### config.mk
export PLATFORM = sky130hd
export DESIGN_NAME = fpl_front_panel
export DESIGN_NICKNAME = d
export VERILOG_FILES = /design/src/fpl_pkg.sv /design/src/fpl_front_panel.sv /design/src/fpl_hold_timer.sv /design/src/fpl_param_mem.sv
export SDC_FILE = /design/constraint.sdc
export NUM_CORES = 1
export LEC_CHECK = 0
export ABC_AREA = 1
export BUFFER_PORTS_ARGS = -buffer_cell sky130_fd_sc_hd__buf_2
export CAP_MARGIN = 20
export CORE_AREA = 3 3 307 188
export DETAILED_ROUTE_END_ITERATION = 8
export DIE_AREA = 0 0 310 191
export GPL_ROUTABILITY_DRIVEN = 1
export SYNTH_ARGS = -nofsm -noshare
export SYNTH_HDL_FRONTEND = slang
export SYNTH_HIERARCHICAL = 1
export SYNTH_SLANG_ARGS = --single-unit
### constraint.sdc
create_clock -name clk -period 3.4 [get_ports clk]
set_input_delay 0.34 -clock clk [delete_from_list [all_inputs] [get_ports clk]]
set_output_delay 0.34 -clock clk [all_outputs]
set_load 0.005 [all_outputs]
### src/fpl_pkg.sv
// Overview of operation
// - Source select offers internal, external, or internal plus external.
// - External mode holds panel setpoint at zero; 1 V external gives 10 A.
// - Sum mode drives the sum of panel setpoint and external value.
// - Maximum-current limits never clamp the external contribution.
// - Source change refused while external voltage or setpoint nonzero.
// - Confirm commits and advances; cancel discards and returns to normal.
// - Locked keypad allows viewing only; full lock blocks every change.
// - Limits lock still allows setpoint, ramp, voltage limit, output ops.
// - Lock code is three digits, default 123, written only by computer.
// - Restoring defaults also restores the factory lock code.
// - Restore-defaults request refused while keypad is locked.
// - Confirm held five seconds opens lock-mode selection screen.
// - New lock mode applies only on code match; mismatch reports invalid.
// - Locked change attempt refused with a keypad-locked message.
// - Baud selectable 9600, 19200, 38400, 57600; default 9600.
// - Bus address 1 through 30, default twelve, set from the panel.
// - Terminator CR/LF, LF/CR, LF or EOI; default CR/LF.
// - Cancel held five seconds shows versions, asks restore, default no.
// - Restore rewrites parameter words, never calibration words.
// - Defaults: 0 A, 0.01 A/s, 1 V, 60 A, 2 A/s, quench on, internal.
// - Power-up forces setpoint zero, heater off and local control.
// - Remote lights indicator, disables keypad; local key returns local.
package fpl_pkg;
	typedef enum logic [1:0] {SRC_INT, SRC_EXT, SRC_SUM} fpl_src_t;
	typedef enum logic [1:0] {LK_NONE, LK_ALL, LK_LIMITS} fpl_lock_t;
	typedef enum logic [1:0] {BD_9600, BD_19200, BD_38400, BD_57600} fpl_baud_t;
	typedef enum logic [1:0] {TM_CRLF, TM_LFCR, TM_LF, TM_EOI} fpl_term_t;
	typedef enum logic [2:0] {MSG_NONE, MSG_ACCEPTED, MSG_INVALID,
		MSG_LOCKED, MSG_VOLT_NZ, MSG_SET_NZ} fpl_msg_t;

	// Timing
	localparam int unsigned CLK_HZ        = 40_000_000;
	localparam int unsigned HOLD_S        = 5;
	localparam int unsigned HOLD_CYCLES   = HOLD_S * CLK_HZ;
	// Scaling: setpoint in mA, external input in mV, 1 mV gives 10 mA
	localparam int          EXT_MA_PER_MV = 10;
	// Lock code, three BCD digits
	localparam logic [11:0] CODE_DEFAULT  = 12'h0123;
	// Bus address range and resets
	localparam logic [4:0]  ADDR_MIN      = 5'd1;
	localparam logic [4:0]  ADDR_MAX      = 5'd30;
	localparam logic [4:0]  ADDR_DEFAULT  = 5'd12;
	// Parameter word indices; calibration lives at CAL_BASE and above
	localparam logic [3:0]  IDX_RAMP      = 4'h0;
	localparam logic [3:0]  IDX_VLIM      = 4'h1;
	localparam logic [3:0]  IDX_IMAX      = 4'h2;
	localparam logic [3:0]  IDX_STEP      = 4'h3;
	localparam logic [3:0]  IDX_QUENCH    = 4'h4;
	localparam logic [3:0]  NUM_PARAMS    = 4'h5;
	localparam logic [3:0]  CAL_BASE      = 4'h8;
	// Defaults: ramp mA/s, limit mV, max mA, step mA/s, quench enable
	localparam logic [15:0] DEF_RAMP      = 16'h000A;
	localparam logic [15:0] DEF_VLIM      = 16'h03E8;
	localparam logic [15:0] DEF_IMAX      = 16'hEA60;
	localparam logic [15:0] DEF_STEP      = 16'h07D0;
	localparam logic [15:0] DEF_QUENCH    = 16'h0001;
	// Firmware version codes, values are arbitrary
	localparam logic [7:0]  MAIN_VERSION  = 8'h10;
	localparam logic [7:0]  CONV_VERSION  = 8'h10;
endpackage

### src/fpl_front_panel.sv
`timescale 1ns/1ps
module fpl_front_panel #(
	parameter int unsigned HOLD = fpl_pkg::HOLD_CYCLES
) (
	// Clock and reset
	input  wire logic               clk,
	input  wire logic               reset_n,
	input  wire logic               clk_en,
	// Keypad events, one-cycle pulses
	input  wire logic               key_up,
	input  wire logic               key_down,
	input  wire logic               key_enter,
	input  wire logic               key_escape,
	input  wire logic               key_ext_prog,
	input  wire logic               key_comp_if,
	input  wire logic               key_local,
	input  wire logic               key_digit_vld,
	input  wire logic [3:0]         key_digit,
	// Keypad levels for the hold timers
	input  wire logic               enter_level,
	input  wire logic               escape_level,
	// Operating requests from keypad
	input  wire logic               key_set_wr,
	input  wire logic signed [23:0] key_set_val,
	input  wire logic               key_zero,
	input  wire logic               key_heater_on,
	input  wire logic               key_heater_off,
	input  wire logic               key_param_wr,
	input  wire logic [3:0]         key_param_idx,
	input  wire logic [15:0]        key_param_val,
	input  wire logic [3:0]         param_rd_idx,
	// Computer side
	input  wire logic               remote_req,
	input  wire logic               host_code_wr,
	input  wire logic [11:0]        host_code,
	// External programming input, mV
	input  wire logic signed [15:0] ext_mv,
	// Outputs
	output logic signed [23:0]      setpoint_ff,
	output logic signed [23:0]      i_cmd_ff,
	output fpl_pkg::fpl_src_t       src_ff,
	output fpl_pkg::fpl_lock_t      lock_ff,
	output fpl_pkg::fpl_baud_t      baud_ff,
	output logic [4:0]              bus_addr_ff,
	output fpl_pkg::fpl_term_t      term_ff,
	output fpl_pkg::fpl_msg_t       msg_ff,
	output logic [3:0]              screen_ff,
	output logic [1:0]              sel_ff,
	output logic [1:0]              stars_ff,
	output logic [15:0]             version_ff,
	output logic                    remote_led_ff,
	output logic                    heater_on_ff,
	output logic                    restore_busy_ff,
	output logic [15:0]             param_rd_data
);
	import fpl_pkg::*;

	typedef enum logic [3:0] {ST_NORMAL, ST_SRC, ST_BAUD, ST_ADDR, ST_TERM,
		ST_LOCK, ST_CODE, ST_DEFQ, ST_RESTORE} fpl_state_t;

	fpl_state_t         state_ff;
	fpl_state_t         nxt_state;
	fpl_lock_t          pend_lock_ff;
	logic [4:0]         pend_ff;
	logic [11:0]        code_ff;
	logic [11:0]        entry_ff;
	logic [3:0]         rst_idx_ff;
	logic [1:0]         held;
	logic               keys_ok;
	logic               code_done;
	logic               code_match;
	logic               mem_we;
	logic [3:0]         mem_idx;
	logic [15:0]        mem_dat;
	logic signed [23:0] ext_ma;

	// May a change be made under this lock; oper marks operating params
	function automatic logic chg_ok(fpl_lock_t lk, logic oper);
		chg_ok = (lk == LK_NONE) || (lk == LK_LIMITS && oper);
	endfunction

	// Default word for each parameter index
	function automatic logic [15:0] def_val(logic [3:0] idx);
		unique case (idx)
			IDX_RAMP: def_val = DEF_RAMP;
			IDX_VLIM: def_val = DEF_VLIM;
			IDX_IMAX: def_val = DEF_IMAX;
			IDX_STEP: def_val = DEF_STEP;
			default:  def_val = DEF_QUENCH;
		endcase
	endfunction

	// hold detect
	// One timer per key; same structure, so a generate loop
	genvar g;
	generate
		for (g = 0; g < 2; g++) begin : g_hold
			fpl_hold_timer #(.HOLD(HOLD)) u_hold (
				.clk       (clk),
				.reset_n   (reset_n),
				.clk_en    (clk_en),
				.key_level (g == 0 ? enter_level : escape_level),
				.held_pulse(held[g])
			);
		end
	endgenerate

	assign keys_ok    = !remote_led_ff;
	assign code_done  = key_digit_vld && stars_ff == 2'd2;
	assign code_match = {entry_ff[7:0], key_digit} == code_ff;
	assign ext_ma     = 24'(ext_mv) * 24'(EXT_MA_PER_MV);

	// restore walks parameter words only, below calibration
	assign mem_we  = (state_ff == ST_RESTORE) ||
		(keys_ok && key_param_wr && state_ff == ST_NORMAL &&
		 key_param_idx < CAL_BASE &&
		 chg_ok(lock_ff, key_param_idx == IDX_RAMP ||
		                 key_param_idx == IDX_VLIM));
	assign mem_idx = (state_ff == ST_RESTORE) ? rst_idx_ff : key_param_idx;
	assign mem_dat = (state_ff == ST_RESTORE) ? def_val(rst_idx_ff)
	                                           : key_param_val;

	fpl_param_mem #(.W(16), .D(16)) u_mem (
		.clk    (clk),
		.clk_en (clk_en),
		.wr_en  (mem_we),
		.wr_idx (mem_idx),
		.wr_data(mem_dat),
		.rd_idx (param_rd_idx),
		.rd_data(param_rd_data)
	);

	// Screen sequencing
	always_comb begin
		nxt_state = state_ff;
		if (state_ff == ST_RESTORE) begin
			if (rst_idx_ff == NUM_PARAMS - 4'h1)
				nxt_state = ST_NORMAL;
		end else if (keys_ok) begin
			unique case (state_ff)
				ST_NORMAL: begin
					if (held[0])
						nxt_state = ST_LOCK;
					else if (held[1])
						nxt_state = ST_DEFQ;
					else if (key_ext_prog)
						nxt_state = ST_SRC;
					else if (key_comp_if)
						nxt_state = ST_BAUD;
				end
				ST_BAUD: begin
					if (key_escape)
						nxt_state = ST_NORMAL;
					else if (key_enter)
						nxt_state = ST_ADDR;
				end
				ST_ADDR: begin
					if (key_escape)
						nxt_state = ST_NORMAL;
					else if (key_enter)
						nxt_state = ST_TERM;
				end
				ST_LOCK: begin
					if (key_escape)
						nxt_state = ST_NORMAL;
					else if (key_enter)
						nxt_state = ST_CODE;
				end
				ST_CODE: begin
					if (key_escape || code_done)
						nxt_state = ST_NORMAL;
				end
				ST_DEFQ: begin
					if (key_escape)
						nxt_state = ST_NORMAL;
					else if (key_enter)
						nxt_state = (pend_ff[0] && lock_ff == LK_NONE)
							? ST_RESTORE : ST_NORMAL;
				end
				default: begin
					if (key_escape || key_enter)
						nxt_state = ST_NORMAL;
				end
			endcase
		end
	end

	// State, screen number and restore walk
	always_ff @(posedge clk) begin
		if (!reset_n) begin
			state_ff        <= ST_NORMAL;
			rst_idx_ff      <= 4'h0;
			restore_busy_ff <= 1'b0;
		end else if (clk_en) begin
			state_ff        <= nxt_state;
			restore_busy_ff <= nxt_state == ST_RESTORE;
			rst_idx_ff      <= (state_ff == ST_RESTORE)
				? rst_idx_ff + 4'h1 : 4'h0;
		end
	end
	assign screen_ff = state_ff;

	// Pending selection, loaded from the live value on entry to a source, interface or lock screen, else zero
	always_ff @(posedge clk) begin
		if (!reset_n) begin
			pend_ff <= 5'h00;
		end else if (clk_en && keys_ok) begin
			if (nxt_state != state_ff) begin
				unique case (nxt_state)
					ST_SRC:  pend_ff <= {3'b000, src_ff};
					ST_BAUD: pend_ff <= {3'b000, baud_ff};
					ST_ADDR: pend_ff <= bus_addr_ff;
					ST_TERM: pend_ff <= {3'b000, term_ff};
					ST_LOCK: pend_ff <= {3'b000, lock_ff};
					default: pend_ff <= 5'h00;
				endcase
			end else if (state_ff == ST_ADDR) begin
				if (key_up && pend_ff < ADDR_MAX)
					pend_ff <= pend_ff + 5'h01;
				else if (key_down && pend_ff > ADDR_MIN)
					pend_ff <= pend_ff - 5'h01;
			end else if (key_up || key_down) begin
				if (state_ff == ST_SRC || state_ff == ST_LOCK)
					pend_ff <= (key_up)
						? ((pend_ff[1:0] == 2'd2) ? 5'h00 : pend_ff + 5'h01)
						: ((pend_ff[1:0] == 2'd0) ? 5'h02 : pend_ff - 5'h01);
				else
					pend_ff <= {3'b000, pend_ff[1:0] + (key_up ? 2'd1 : 2'd3)};
			end
		end
	end
	assign sel_ff = pend_ff[1:0];

	// Committed configuration
	always_ff @(posedge clk) begin
		if (!reset_n) begin
			src_ff      <= SRC_INT;
			baud_ff     <= BD_9600;
			bus_addr_ff <= ADDR_DEFAULT;
			term_ff     <= TM_CRLF;
		end else if (clk_en) begin
			// restore returns the interface and source defaults
			if (state_ff == ST_RESTORE) begin
				src_ff      <= SRC_INT;
				baud_ff     <= BD_9600;
				bus_addr_ff <= ADDR_DEFAULT;
				term_ff     <= TM_CRLF;
			end else if (keys_ok && key_enter && lock_ff == LK_NONE) begin
				unique case (state_ff)
					ST_SRC: begin
						if (ext_mv == 16'sh0000 && setpoint_ff == 24'sh00_0000)
							src_ff <= fpl_src_t'(pend_ff[1:0]);
					end
					ST_BAUD: baud_ff <= fpl_baud_t'(pend_ff[1:0]);
					ST_ADDR: bus_addr_ff <= pend_ff;
					ST_TERM: term_ff <= fpl_term_t'(pend_ff[1:0]);
					default: ;
				endcase
			end
		end
	end

	// Lock mode, code and code entry
	always_ff @(posedge clk) begin
		if (!reset_n) begin
			lock_ff      <= LK_NONE;
			pend_lock_ff <= LK_NONE;
			code_ff      <= CODE_DEFAULT;
			entry_ff     <= 12'h000;
			stars_ff     <= 2'd0;
		end else if (clk_en) begin
			// restore brings back the factory code
			if (state_ff == ST_RESTORE) begin
				code_ff <= CODE_DEFAULT;
				lock_ff <= LK_NONE;
			// code written only by the computer
			end else if (host_code_wr) begin
				code_ff <= host_code;
			end
			if (keys_ok && state_ff == ST_LOCK && key_enter)
				pend_lock_ff <= fpl_lock_t'(pend_ff[1:0]);
			if (state_ff != ST_CODE) begin
				stars_ff <= 2'd0;
				entry_ff <= 12'h000;
			end else if (keys_ok && key_digit_vld) begin
				stars_ff <= stars_ff + 2'd1;
				entry_ff <= {entry_ff[7:0], key_digit};
				if (code_done && code_match)
					lock_ff <= pend_lock_ff;
			end
		end
	end

	// Panel setpoint, heater and remote state
	always_ff @(posedge clk) begin
		if (!reset_n) begin
			setpoint_ff   <= 24'sh00_0000;
			heater_on_ff  <= 1'b0;
			remote_led_ff <= 1'b0;
		end else if (clk_en) begin
			if (key_local)
				remote_led_ff <= 1'b0;
			else if (remote_req)
				remote_led_ff <= 1'b1;
			if (state_ff == ST_RESTORE) begin
				setpoint_ff  <= 24'sh00_0000;
				heater_on_ff <= 1'b0;
			end else if (src_ff == SRC_EXT) begin
				setpoint_ff <= 24'sh00_0000;
			end else if (keys_ok && state_ff == ST_NORMAL &&
			             chg_ok(lock_ff, 1'b1)) begin
				if (key_zero)
					setpoint_ff <= 24'sh00_0000;
				else if (key_set_wr)
					setpoint_ff <= key_set_val;
			end
			if (keys_ok && state_ff == ST_NORMAL && chg_ok(lock_ff, 1'b1)) begin
				if (key_heater_on)
					heater_on_ff <= 1'b1;
				else if (key_heater_off)
					heater_on_ff <= 1'b0;
			end
		end
	end

	// Output command; external part deliberately unclamped
	always_ff @(posedge clk) begin
		if (!reset_n) begin
			i_cmd_ff <= 24'sh00_0000;
		end else if (clk_en) begin
			// no maximum clamp on the external part
			unique case (src_ff)
				SRC_EXT: i_cmd_ff <= ext_ma;
				SRC_SUM: i_cmd_ff <= setpoint_ff + ext_ma;
				default: i_cmd_ff <= setpoint_ff;
			endcase
		end
	end

	// Display messages and version readout
	always_ff @(posedge clk) begin
		if (!reset_n) begin
			msg_ff     <= MSG_NONE;
			version_ff <= 16'h0000;
		end else if (clk_en) begin
			// versions shown with the defaults prompt
			version_ff <= (nxt_state == ST_DEFQ)
				? {MAIN_VERSION, CONV_VERSION} : 16'h0000;
			if (keys_ok && key_enter && state_ff == ST_SRC &&
			    lock_ff == LK_NONE && ext_mv != 16'sh0000)
				msg_ff <= MSG_VOLT_NZ;
			else if (keys_ok && key_enter && state_ff == ST_SRC &&
			         lock_ff == LK_NONE && setpoint_ff != 24'sh00_0000)
				msg_ff <= MSG_SET_NZ;
			else if (keys_ok && key_enter && lock_ff != LK_NONE &&
			         (state_ff inside {ST_SRC, ST_BAUD, ST_ADDR, ST_TERM} ||
			          (state_ff == ST_DEFQ && pend_ff[0])))
				msg_ff <= MSG_LOCKED;
			else if (keys_ok && state_ff == ST_NORMAL &&
			         ((key_param_wr && !mem_we) ||
			          (!chg_ok(lock_ff, 1'b1) && (key_set_wr || key_zero ||
			           key_heater_on || key_heater_off))))
				msg_ff <= MSG_LOCKED;
			else if (keys_ok && state_ff == ST_CODE && code_done)
				msg_ff <= code_match ? MSG_ACCEPTED : MSG_INVALID;
			else if (keys_ok && (key_escape || key_ext_prog || key_comp_if))
				msg_ff <= MSG_NONE;
		end
	end

	// Checks
	property p_ext_zero;
		@(posedge clk) disable iff (!reset_n)
		src_ff == SRC_EXT && clk_en |=> setpoint_ff == 24'sh00_0000;
	endproperty
	a_ext_zero: assert property (p_ext_zero)
		else $error("setpoint not held at zero in external mode");

	property p_sum;
		@(posedge clk) disable iff (!reset_n)
		src_ff == SRC_SUM && clk_en
			|=> i_cmd_ff == $past(setpoint_ff) + $past(ext_ma);
	endproperty
	a_sum: assert property (p_sum)
		else $error("summed command wrong");

	property p_src_reject;
		@(posedge clk) disable iff (!reset_n)
		clk_en && keys_ok && state_ff == ST_SRC && key_enter &&
		lock_ff == LK_NONE && ext_mv != 16'sh0000
			|=> $stable(src_ff) && msg_ff == MSG_VOLT_NZ;
	endproperty
	a_src_reject: assert property (p_src_reject)
		else $error("source changed with external voltage present");

	property p_code_bad;
		@(posedge clk) disable iff (!reset_n)
		clk_en && keys_ok && state_ff == ST_CODE && code_done && !code_match
			|=> $stable(lock_ff) && msg_ff == MSG_INVALID
			    && state_ff == ST_NORMAL;
	endproperty
	a_code_bad: assert property (p_code_bad)
		else $error("lock mode changed on wrong code");

	property p_full_lock;
		@(posedge clk) disable iff (!reset_n)
		clk_en && keys_ok && lock_ff == LK_ALL && state_ff == ST_NORMAL &&
		key_set_wr |=> $stable(setpoint_ff) && msg_ff == MSG_LOCKED;
	endproperty
	a_full_lock: assert property (p_full_lock)
		else $error("full lock let setpoint change");

	property p_restore_refuse;
		@(posedge clk) disable iff (!reset_n)
		clk_en && keys_ok && state_ff == ST_DEFQ && key_enter &&
		lock_ff != LK_NONE |=> state_ff == ST_NORMAL ##1 !restore_busy_ff;
	endproperty
	a_restore_refuse: assert property (p_restore_refuse)
		else $error("restore started while locked");

	property p_restore_code;
		@(posedge clk) disable iff (!reset_n)
		$fell(restore_busy_ff) |-> code_ff == CODE_DEFAULT
			&& lock_ff == LK_NONE && src_ff == SRC_INT;
	endproperty
	a_restore_code: assert property (p_restore_code)
		else $error("restore left code or source changed");

	property p_reset_state;
		@(posedge clk)
		!reset_n |=> setpoint_ff == 24'sh00_0000 && !heater_on_ff
			&& !remote_led_ff;
	endproperty
	a_reset_state: assert property (p_reset_state)
		else $error("power-up state not safe");

	property p_remote;
		@(posedge clk) disable iff (!reset_n)
		clk_en && remote_led_ff && !key_local && state_ff == ST_NORMAL
			|=> state_ff == ST_NORMAL;
	endproperty
	a_remote: assert property (p_remote)
		else $error("keypad acted in remote");
endmodule

### src/fpl_hold_timer.sv
`timescale 1ns/1ps
// Pulses once when a key level has been held for HOLD cycles
module fpl_hold_timer #(
	parameter int unsigned HOLD = fpl_pkg::HOLD_CYCLES
) (
	// Clock and reset
	input  wire logic clk,
	input  wire logic reset_n,
	input  wire logic clk_en,
	// Key level and hold event
	input  wire logic key_level,
	output logic      held_pulse
);
	import fpl_pkg::*;
	logic [31:0] cnt_ff;

	// Count while held; saturate so one long hold fires only once
	always_ff @(posedge clk) begin
		if (!reset_n) begin
			cnt_ff     <= 32'h0000_0000;
			held_pulse <= 1'b0;
		end else if (clk_en) begin
			held_pulse <= key_level && (cnt_ff == HOLD - 1);
			if (!key_level)
				cnt_ff <= 32'h0000_0000;
			else if (cnt_ff < HOLD)
				cnt_ff <= cnt_ff + 32'h0000_0001;
		end
	end
endmodule

### src/fpl_param_mem.sv
`timescale 1ns/1ps
// Nonvolatile parameter image; read data is registered
module fpl_param_mem #(
	parameter int W = 16,
	parameter int D = 16
) (
	// Clock
	input  wire logic                 clk,
	input  wire logic                 clk_en,
	// Write port
	input  wire logic                 wr_en,
	input  wire logic [$clog2(D)-1:0] wr_idx,
	input  wire logic [W-1:0]         wr_data,
	// Read port
	input  wire logic [$clog2(D)-1:0] rd_idx,
	output logic      [W-1:0]         rd_data
);
	import fpl_pkg::*;
	logic [W-1:0] mem [D];

	// No reset: contents survive like the real storage would
	always_ff @(posedge clk) begin
		if (clk_en) begin
			if (wr_en)
				mem[wr_idx] <= wr_data;
			rd_data <= mem[rd_idx];
		end
	end
endmodule

==> results of run 1 <==
cell usage after synthesis (11+ instances only):
master	number	share of area
buf_1	11	0.0017
xor2_1	28	0.010
inv_1	434	0.066
nor2_1	260	0.040
clkbuf_1	50	0.0076
nand2_2	16	0.0041
nand3_1	372	0.076
a21oi_1	205	0.042
nand4_1	57	0.014
nor3_1	24	0.0049
edfxtp_1	272	0.33
buf_2	31	0.0063
buf_4	38	0.012
ha_1	71	0.036
o211ai_1	13	0.0040
o21ai_0	115	0.023
dfxtp_1	171	0.14
xnor2_1	13	0.0046
nand2_1	904	0.14
sequential cells by signal (all words and copies together), names as in the netlist, 2 cells and up:
name                      cells
g_hold.u_hold/cnt_ff         64
setpoint_ff                  24
pend_ff                       5
screen_ff                     4
msg_ff                        3
u_mem/rd_data                16
baud_ff                       2
rst_idx_ff                    4
stars_ff                      2
g_hold.u_hold/held_pulse      2
u_mem/mem                   256
code_ff                      12
entry_ff                      8
term_ff                       2
i_cmd_ff                     24
bus_addr_ff                   5
pend_lock_ff                  2
lock_ff                       2
src_ff                        2
cell type report:
| cell class | instances | share of cell area |
|---|---|---|
| clock buffers | 58 | 0.0413 |
| flip-flops and latches | 443 | 0.404 |
| clock inverters | 21 | 0.00750 |
| diodes | 3 | 0.000262 |
| multi-input cells | 2195 | 0.377 |
| repair buffers | 359 | 0.0791 |
| well taps | 724 | 0.0316 |
| inverters | 451 | 0.0590 |
timing repair:
| action | 4_1_cts | 5_1_grt |
|---|---|---|
| hold buffers | 5 | 0 |
| setup buffers | 0 | 3 |
| endpoints found under the hold margin | 5 | 0 |
| setup endpoints to repair | 0 | 15 |
| gates resized for setup | 0 | 46 |
per-layer routing:
layer,up-vias,wire length (microns)
li1,11000,-
met1,10500,37100
met2,812,33200
met3,115,5350
met4,0,1610
met5,-,0
through the flow:
stage	hold slack, ns	setup TNS [ns]	utilization	power, mW	cells
after CTS	0.00791	0	0.515	13.0	4246
after detailed placement	0.456	-5.68	0.488	8.15	4162
final	0.0268	0	0.519	13.0	4254
after global placement	0.447	-5.54	0.488	8.14	4162
after global routing	0.00896	-0.0385	0.519	13.6	4254
after floorplan	0.437	0	-	7.26	3230
worst reg2reg max path, stage by stage (launching register included):
cell,delay [ns]
dfxtp_1,0.41
inv_2,0.19
nand3_2,0.12
inv_2,0.34
nor2_1,0.10
inv_1,0.12
or2_1,0.12
nand3_2,0.51
inv_2,0.45
nand3_1,0.13
a21oi_1,0.15
power by group through the flow:
| stage | Sequential [mW] | Clock, mW | Combinational [mW] |
|---|---|---|---|
| after floorplan | 6.03 | 0 | 1.23 |
| after global placement | 6.07 | 0 | 2.07 |
| after detailed placement | 6.07 | 0 | 2.08 |
| after CTS | 5.95 | 4.98 | 2.10 |
| after global routing | 5.96 | 5.21 | 2.43 |
| final | 5.96 | 4.86 | 2.19 |
logic make-up after synthesis:
family                   Yosys count  share of synthesized area
AO/OA/AOI/OAI                    375                     0.0815
XOR/XNOR                          41                     0.0146
adder cells (fa/ha/maj)           73                     0.0377
buffers and inverters            592                      0.101
flip-flops                       443                      0.470
other                              1                   0.000152
AND/OR/NAND/NOR                 1692                      0.295
final timing paths:
kind                     start             end  slack (ns)  depth (start not counted)
hold reg to reg   i_cmd_ff[15]    i_cmd_ff[15]        0.46                          2
setup / recovery     ext_mv[3]    i_cmd_ff[12]        0.24                         20
setup reg to reg  screen_ff[2]  setpoint_ff[4]        0.68                         10
hold / removal    host_code[3]      code_ff[3]        0.03                          3
cell usage in the layout (no fill, tap or decap), types with 16 or more instances in the layout:
cell         n
nand2_1    899
inv_1      432
nand3_1    372
edfxtp_1   272
nor2_1     240
a21oi_1    191
buf_2      190
dfxtp_1    171
buf_4      161
o21ai_0    107
ha_1        64
nand4_1     57
clkbuf_16   45
xor2_1      27
nor3_1      23
nor2_2      23
nand2_2     21
a21oi_2     16
==> metrics.txt, run 1 <==
outcome=completed; number of global-route vias before repair=approximately 21000; Leak=around 13 nW; period utilization=0.930; Post-synth EDFFs=272; Clock Skew=approximately 0.02 ns; Sink Count=approximately 440; register area share after synthesis=0.470; layout cell share with drive strength beyond 1=0.149; Chip Width=310 microns; Gate power share=0.169; Worst slew margin=0.330; startpoint types=input pin; crit path cell chain=buf_2 -> buf_4 -> ha_1 -> ha_1 -> a21oi_1 -> nand2_2 -> nand2_1 -> nand2_1 -> buf_4 -> xor2_1 -> ha_1 -> nand2_1 -> o21ai_0 -> o21bai_1 -> buf_4 -> a21oi_1 -> o21ai_0 -> nand3_1 -> nand2_1 -> a21oi_1; PnR worst setup slack=around 0.24 ns; Int Pwr=approximately 9.4 mW; clk buf depth=3; Mapped Cells=around 3200; final hold violations=0; crit-path max cell delay=0.39 ns; iteration-0 DRC count of the detailed router=approximately 2200; Setup Viol. Count Final=0; ANT nets after route=0; CORE AREA=about 55000 sq um; Placement Rows=between 60 and 70; gpl congestion=about 0.93; TritonCTS clock tree=yes; initial antenna violation count=6; via/cell ratio=about 5.3; routed length per instance=around 18 microns; Buf/Inv on CP=4; placed instance area=between 20000 and 30000 sq um; crit-path max FO=5; # fillers=around 5200; min Tclk post-route=3.16 ns; Peak Freq=~0.32 GHz; Critical-path top delay cell=o21ai_0; Synth cell types=between 50 and 60; DRC violations left=0; via count=~22000; GR Overflow Total=0; M1 GR Usage=0.390; yosys warns=6; TritonCTS Buffers=between 40 and 50; sw frac=0.279; io pins=a little over 200; I/O Buffers=roughly 190; Root Buffer=clkbuf_16; crit-path leading delay family=adder cells; Post-synth ARST share=0; DP HPWL=about 53000 microns; multi-input logic area=approximately 11000 sq um; Main synth FF type=edfxtp_1; DP Worst Slack=-0.470 ns; die area=between 50000 and 60000 sq um; Total Routing Usage GR=0.257; Setup CP Type=input pin to register; Max-cap violations=0; Avg Synthesized Cell Area=around 7.7 sq um; pin count of the biggest net entering global routing=73; Critical Path RT=3.81 ns; nets@finish=3667; CTS H-tree lvls=2; P&R area growth vs syn=16.4%; Hold Crit Class=input pin to register; GRT busiest layer=met2; first-pass GRT wire length=119000 microns; Die H=between 150 and 200 microns; mapped cell area=~25000 sq um; drt pass-1 iters=6; routing usage on met3=0.0333; Worst-Margin Slew=around 1 ns; clk_lat worst skew=between 0.5 and 0.6 ns; cell mode on critical path=nand2_1; flop and latch count out of synthesis=between 400 and 500; Sw Pwr=around 3.6 mW; register share of total power=0.458; final instance area=~29000 sq um; RSZ-0062 raised after global routing=true; Cell Pwr Density=approximately 450 nW/um^2; sequential cell area=between 10000 and 15000 sq um; VDD IR max=roughly 0.34 mV; final WL=between 70000 and 80000 microns; Reg clk slew, reported paths=roughly 0.060 ns; global-route met2 utilization=0.390; Clock power frac=0.374; Final Max Tran Viols=0; crit end category=register; Initial Util=0.445; Worst EP arrival=between 3 and 4 ns
No activity file was read; power rests on OpenSTA's default activity.
==> run 2: changes to the inputs <==
--- a/config.mk
+++ b/config.mk
@@ -8,11 +8,11 @@
 export ABC_AREA = 1
 export BUFFER_PORTS_ARGS = -buffer_cell sky130_fd_sc_hd__buf_2
 export CAP_MARGIN = 20
-export CORE_AREA = 3 3 307 188
+export CORE_AREA = 3 3 296 182
 export DETAILED_ROUTE_END_ITERATION = 8
-export DIE_AREA = 0 0 310 191
+export DIE_AREA = 0 0 299 185
 export GPL_ROUTABILITY_DRIVEN = 1
+export PLACE_DENSITY = 0.65
 export SYNTH_ARGS = -nofsm -noshare
 export SYNTH_HDL_FRONTEND = slang
-export SYNTH_HIERARCHICAL = 1
 export SYNTH_SLANG_ARGS = --single-unit
==> metrics.txt, run 2 <==
Setup CP Type=input pin to register; highest-count cells in the layout ignoring fill and taps=nand2_1 (485), a21oi_1 (286), edfxtp_1 (272); flop and latch count out of synthesis=~440; clk_lat worst skew=about 0.57 ns; pin count of the biggest net entering global routing=66; yosys warns=0; Setup Viol. Count Final=0; RSZ-0062 raised after global routing=true; crit end category=register; sequential cell area=11600 sq um; most common cell after layout, fill and taps aside=nand2_1; Post-synth ARST share=0; Avg Synthesized Cell Area=just under 9 sq um; final instance area=roughly 27000 sq um; multi-input logic area=10100 sq um; CORE AREA=50900 sq um; via/cell ratio=~5.6; layout cell share with drive strength beyond 1=0.174; crit-path max FO=5; Max-cap violations=0; final WL=between 70000 and 80000 microns; register area share after synthesis=0.504; crit-path max cell delay=0.37 ns; placed instance area=between 20000 and 30000 sq um; Worst slew margin=0.399; Mapped Cells=approximately 2600; iteration-0 DRC count of the detailed router=2054; Sink Count=443; ANT nets after route=0; Cell Pwr Density=roughly 470 nW/um^2; routed length per instance=19.9 microns; die area=around 55000 sq um; Hold Crit Class=input pin to register; final setup TNS=0 ns; Synth cell types=53; cell mode on critical path=nand2_1; nets@finish=3082; VDD IR max=0.331 mV; gpl congestion=a little under 1; CTS H-tree lvls=2; Final Max Tran Viols=0; Clock Skew=about 0.016 ns; GR Overflow Total=0; DRC violations left=0; top post-synthesis cells by area=edfxtp_1 (36%), dfxtp_1 (15%), nand2_1 (8.1%); post-synth top area share=0.355; I/O Buffers=~190; mapped cell area=around 23000 sq um; via count=just over 20000; Root Buffer=clkbuf_16; Post-synth EDFFs=~270; TritonCTS Buffers=42; Total Routing Usage GR=0.255; Critical Path RT=3.89 ns; first-pass GRT wire length=110000 microns; Critical-path top delay cell=fa_1; Worst-Margin Slew=0.898 ns; commonest cells in the synthesized netlist=nand2_1 (496), a21oi_1 (297), edfxtp_1 (272); Die H=between 150 and 200 microns; Initial Util=0.451; clk buf depth=3; area leader, netlist=edfxtp_1; final hold violations=0; worst hold stages=3; drt pass-1 iters=5; biggest regs=u_mem.mem (256), g_hold.u_hold.cnt_ff (64); Biggest register=u_mem.mem; Reg clk slew, reported paths=0.07 ns; Chip Width=between 200 and 300 microns; TritonCTS clock tree=yes; DP HPWL=between 50000 and 60000 microns; count leader, synth=nand2_1; # fillers=~4600; io pins=roughly 210; Peak Freq=around 0.31 GHz; initial antenna violation count=5; period utilization=0.945; outcome=completed; max reg flops=256; min Tclk post-route=between 3 and 4 ns; Main synth FF type=edfxtp_1; Leak=10.7 nW; Worst EP arrival=3.70 ns; Reg2Reg Depth=10; number of global-route vias before repair=between 15000 and 20000; Placement Rows=64; P&R area growth vs syn=17.8%; startpoint types=input pin
==> run 2: layout make-up <==
class                           instances  area share
Sequential cell                       443       0.428
Multi-Input combinational cell       1822       0.373
Timing Repair Buffer                  342      0.0786
Clock buffer                           46      0.0397
Inverter                              260      0.0364
Tap cell                              693      0.0320
Clock inverter                         32      0.0116
Antenna cell                            3    0.000277
==> run 2: report_power, final <==
part / total (mW) / internal, mW / switching (mW)
sequential: 5.89 / 5.80 / 0.0891
combinational: 2.16 / 0.803 / 1.35
clock: 4.80 / 2.63 / 2.16
==> run 2: logic make-up (layout without fill, tap and decap cells) <==
family | after synthesis | count (layout) | share of synthesized area
AND/OR/NAND/NOR | 1008 | 1008 | 0.192
buffers and inverters | 392 | 680 | 0.0700
other | 1 | 17 | 0.000163
multiplexers | 64 | 64 | 0.0279
AO/OA/AOI/OAI | 609 | 609 | 0.145
adder cells (fa/ha/maj) | 71 | 71 | 0.0393
flip-flops | 443 | 443 | 0.504
XOR/XNOR | 56 | 56 | 0.0213
==> run 2: critical path: cells and delay by family <==
| family | cells | cell delay (ns) |
|---|---|---|
| adders and majority gates | 4 | 1.14 |
| and+or+nand+nor | 10 | 0.92 |
| AOI/OAI and AO/OA | 5 | 0.60 |
| buffers and inverters | 5 | 0.54 |
| xor gates and xnor gates | 1 | 0.17 |
==> run 2: timing repair <==
| action | in CTS | in global routing |
|---|---|---|
| hold buffers | 4 | 0 |
| buffers inserted | 0 | 2 |
| gates resized for setup | 0 | 58 |
| endpoints found under the hold margin | 4 | 0 |
| endpoints found under the setup margin | 0 | 11 |
==> run 2: per-layer routing <==
metal  global-route usage  vias up  share of wire
met2                0.369      848           0.42
li1                     -     9644              -
met3               0.0465       90          0.089
met5               0.0136        -         0.0015
met1                0.395     9630           0.47
met4               0.0504        2          0.017
==> run 2: through the flow <==
step	std cells	utilization	total power, mW	worst slack [ns]	hold WS (ns)
6_report	3641	0.532	12.8	0.188	0.0444
5_1_grt	3640	0.532	13.4	-0.0271	0.0405
4_1_cts	3636	0.527	12.8	0.0279	0.0219
3_5_place_dp	3554	0.499	8.00	-0.554	0.437
3_3_place_gp	3554	0.499	7.97	-0.482	0.432
2_1_floorplan	2657	-	7.16	0.00411	0.423
==> run 2: final timing paths <==
check / endpoint / slack, ns / from
setup / recovery: i_cmd_ff[22] / 0.19 / ext_mv[1]
hold / removal: setpoint_ff[15] / 0.04 / key_set_val[15]
setup reg to reg: u_mem.mem[15][15] / 0.60 / screen_ff[0]
hold reg to reg: g_hold[0].u_hold.cnt_ff[30] / 0.45 / g_hold[0].u_hold.cnt_ff[30]
==> run 3: changes to the inputs <==
--- a/config.mk
+++ b/config.mk
@@ -8,10 +8,11 @@
 export ABC_AREA = 1
 export BUFFER_PORTS_ARGS = -buffer_cell sky130_fd_sc_hd__buf_2
 export CAP_MARGIN = 20
-export CORE_AREA = 3 3 296 182
+export CORE_AREA = 2 2 295 181
 export DETAILED_ROUTE_END_ITERATION = 8
-export DIE_AREA = 0 0 299 185
+export DIE_AREA = 0 0 297 183
 export GPL_ROUTABILITY_DRIVEN = 1
+export MAX_ROUTING_LAYER = met4
 export PLACE_DENSITY = 0.65
 export SYNTH_ARGS = -nofsm -noshare
 export SYNTH_HDL_FRONTEND = slang
==> metrics.txt, run 3 (same netlist as run 2, synthesis figures left out) <==
clk_lat worst skew=about 0.57 ns; outcome=completed; Biggest register=u_mem.mem; routed length per instance=~20 microns; pin count of the biggest net entering global routing=68; crit end category=register; via count=roughly 20000; Sw Pwr=between 3 and 4 mW; Critical Path RT=approximately 3.8 ns; GR Overflow Total=0; crit-path max cell delay=0.39 ns; period utilization=0.955; PnR worst setup slack=roughly 0.15 ns; ANT nets after route=0; final hold violations=0; WHS Endpoint=code_ff[9]; DRC violations left=0; initial antenna violation count=10; DP Worst Slack=-0.611 ns; Root Buffer=clkbuf_16; Max-cap violations=0; worst hold path startpoint=host_code[9]; Cell Pwr Density=about 480 nW/um^2; nets@finish=approximately 3100; Int Pwr=about 9.4 mW; highest-count cells in the layout ignoring fill and taps=nand2_1 (484), a21oi_1 (287), edfxtp_1 (272); P&R area growth vs syn=18.6%; TritonCTS clock tree=yes; final WL=74300 microns; biggest regs=u_mem.mem (256), g_hold.u_hold.cnt_ff (64); Initial Util=0.444; Reg2Reg Capture Point=u_mem.mem[0][13]; gpl congestion=0.976; Worst slew margin=0.375; Reg clk slew, reported paths=around 0.06 ns; Buf/Inv on CP=6; most common cell after layout, fill and taps aside=nand2_1; number of global-route vias before repair=around 19000; layout cell share with drive strength beyond 1=0.176; Hold Crit Class=input pin to register; crit-path leading delay family=adder cells; min Tclk post-route=approximately 3.2 ns; CTS H-tree lvls=2; placed instance area=around 26000 sq um; Clock power frac=0.376; Chip Width=a little under 300 microns; clk buf depth=3; Sink Count=443; final setup TNS=0 ns; worst hold stages=3; sw frac=0.274; Die H=183 microns; DP Cell Count=approximately 3600; Reg2Reg Depth=9; die area=approximately 54000 sq um; Hold Slack=between 0.03 and 0.04 ns; Final Max Tran Viols=0; R2R Path Start=screen_ff[0]; Placement Rows=65; final instance area=27300 sq um; via/cell ratio=5.51; max reg flops=~260; io pins=207; Peak Freq=between 0.3 and 0.4 GHz; Total Routing Usage GR=0.275; Worst EP arrival=about 3.7 ns; startpoint types=input pin; register share of total power=0.454; VDD IR max=around 0.33 mV; cell mode on critical path=nand2_1; first-pass GRT wire length=between 100000 and 150000 microns; crit path cell chain=buf_2 -> buf_4 -> ha_1 -> ha_4 -> nand2_1 -> inv_1 -> a21oi_1 -> nand2_4 -> buf_4 -> xor2_2 -> ha_1 -> nand2_2 -> buf_4 -> nor2_1 -> buf_4 -> nand2_1 -> nand2_1 -> nand2_1 -> nand3_1 -> a21oi_1 -> o21ai_0 -> nand2_1 -> nand2_1 -> a21oi_1; Worst-Margin Slew=approximately 0.93 ns; Leak=~11 nW; Setup Viol. Count Final=0; Layout Cells excl Fill=between 3000 and 4000; Setup CP Type=input pin to register; Total Power=13.0 mW; drt pass-1 iters=7; iteration-0 DRC count of the detailed router=about 2100; Gate power share=0.170; I/O Buffers=roughly 190; reg-to-reg slack, setup=between 0.5 and 0.6 ns; final core occ=0.527; crit-path max FO=4; Critical-path top delay cell=ha_1; CORE AREA=51700 sq um; TritonCTS Buffers=43; Clock Skew=roughly 0.021 ns; DP HPWL=roughly 54000 microns
==> run 3: timing repair <==
action / CTS / global route
pin swaps: 0 / 13
setup buffers: 0 / 1
hold buffers: 4 / 0
hold endpoints to repair: 4 / 0
gates resized for setup: 1 / 60
endpoints found under the setup margin: 1 / 11
==> run 3: how the worst max path moves through the flow <==
stage,start,endpoint,cells past startpoint,slack [ns]
floorplan,ext_mv[3],i_cmd_ff[20],20,0.004
global placement,ext_mv[3],i_cmd_ff[23],25,-0.52
detailed placement,ext_mv[3],i_cmd_ff[20],24,-0.61
CTS,ext_mv[3],i_cmd_ff[15],22,0.04
global route,ext_mv[3],i_cmd_ff[22],26,-0.04
finish,ext_mv[7],i_cmd_ff[21],24,0.15
==> run 3: worst register-to-register path: stages (launching register included) <==
cell	delay (ns)
dfxtp_1	0.63
inv_4	0.13
nand2_4	0.13
nor3_4	0.05
buf_4	0.29
or2_2	0.33
o21ai_0	0.14
nand3_1	0.27
nor2_2	0.14
buf_4	0.37
==> run 3: routing by layer <==
metal,track usage,wire (microns),vias up
met5,-,0,-
met4,0.0766,1830,0
met3,0.0362,5810,112
met2,0.380,30600,815
met1,0.419,36000,9605
li1,-,-,9678
==> run 3: cell type report <==
| cell class | instances | area [sq um] |
|---|---|---|
| fill | 4846 | 24400 |
| sequential | 443 | 11600 |
| multi-input combinational | 1822 | 10100 |
| timing repair buffer | 355 | 2240 |
| clock buffer | 65 | 1210 |
| inverter | 260 | 986 |
| tap | 703 | 880 |
| clock inverter | 15 | 215 |
| antenna | 6 | 15.0 |
==> run 3: power by group through the flow <==
stage	logic, mW	registers (mW)	clock network, mW
finish	2.21	5.90	4.88
global route	2.42	5.91	5.19
CTS	2.05	5.90	4.97
detailed placement	2.04	6.01	0
global placement	2.03	6.01	0
floorplan	1.18	5.98	0
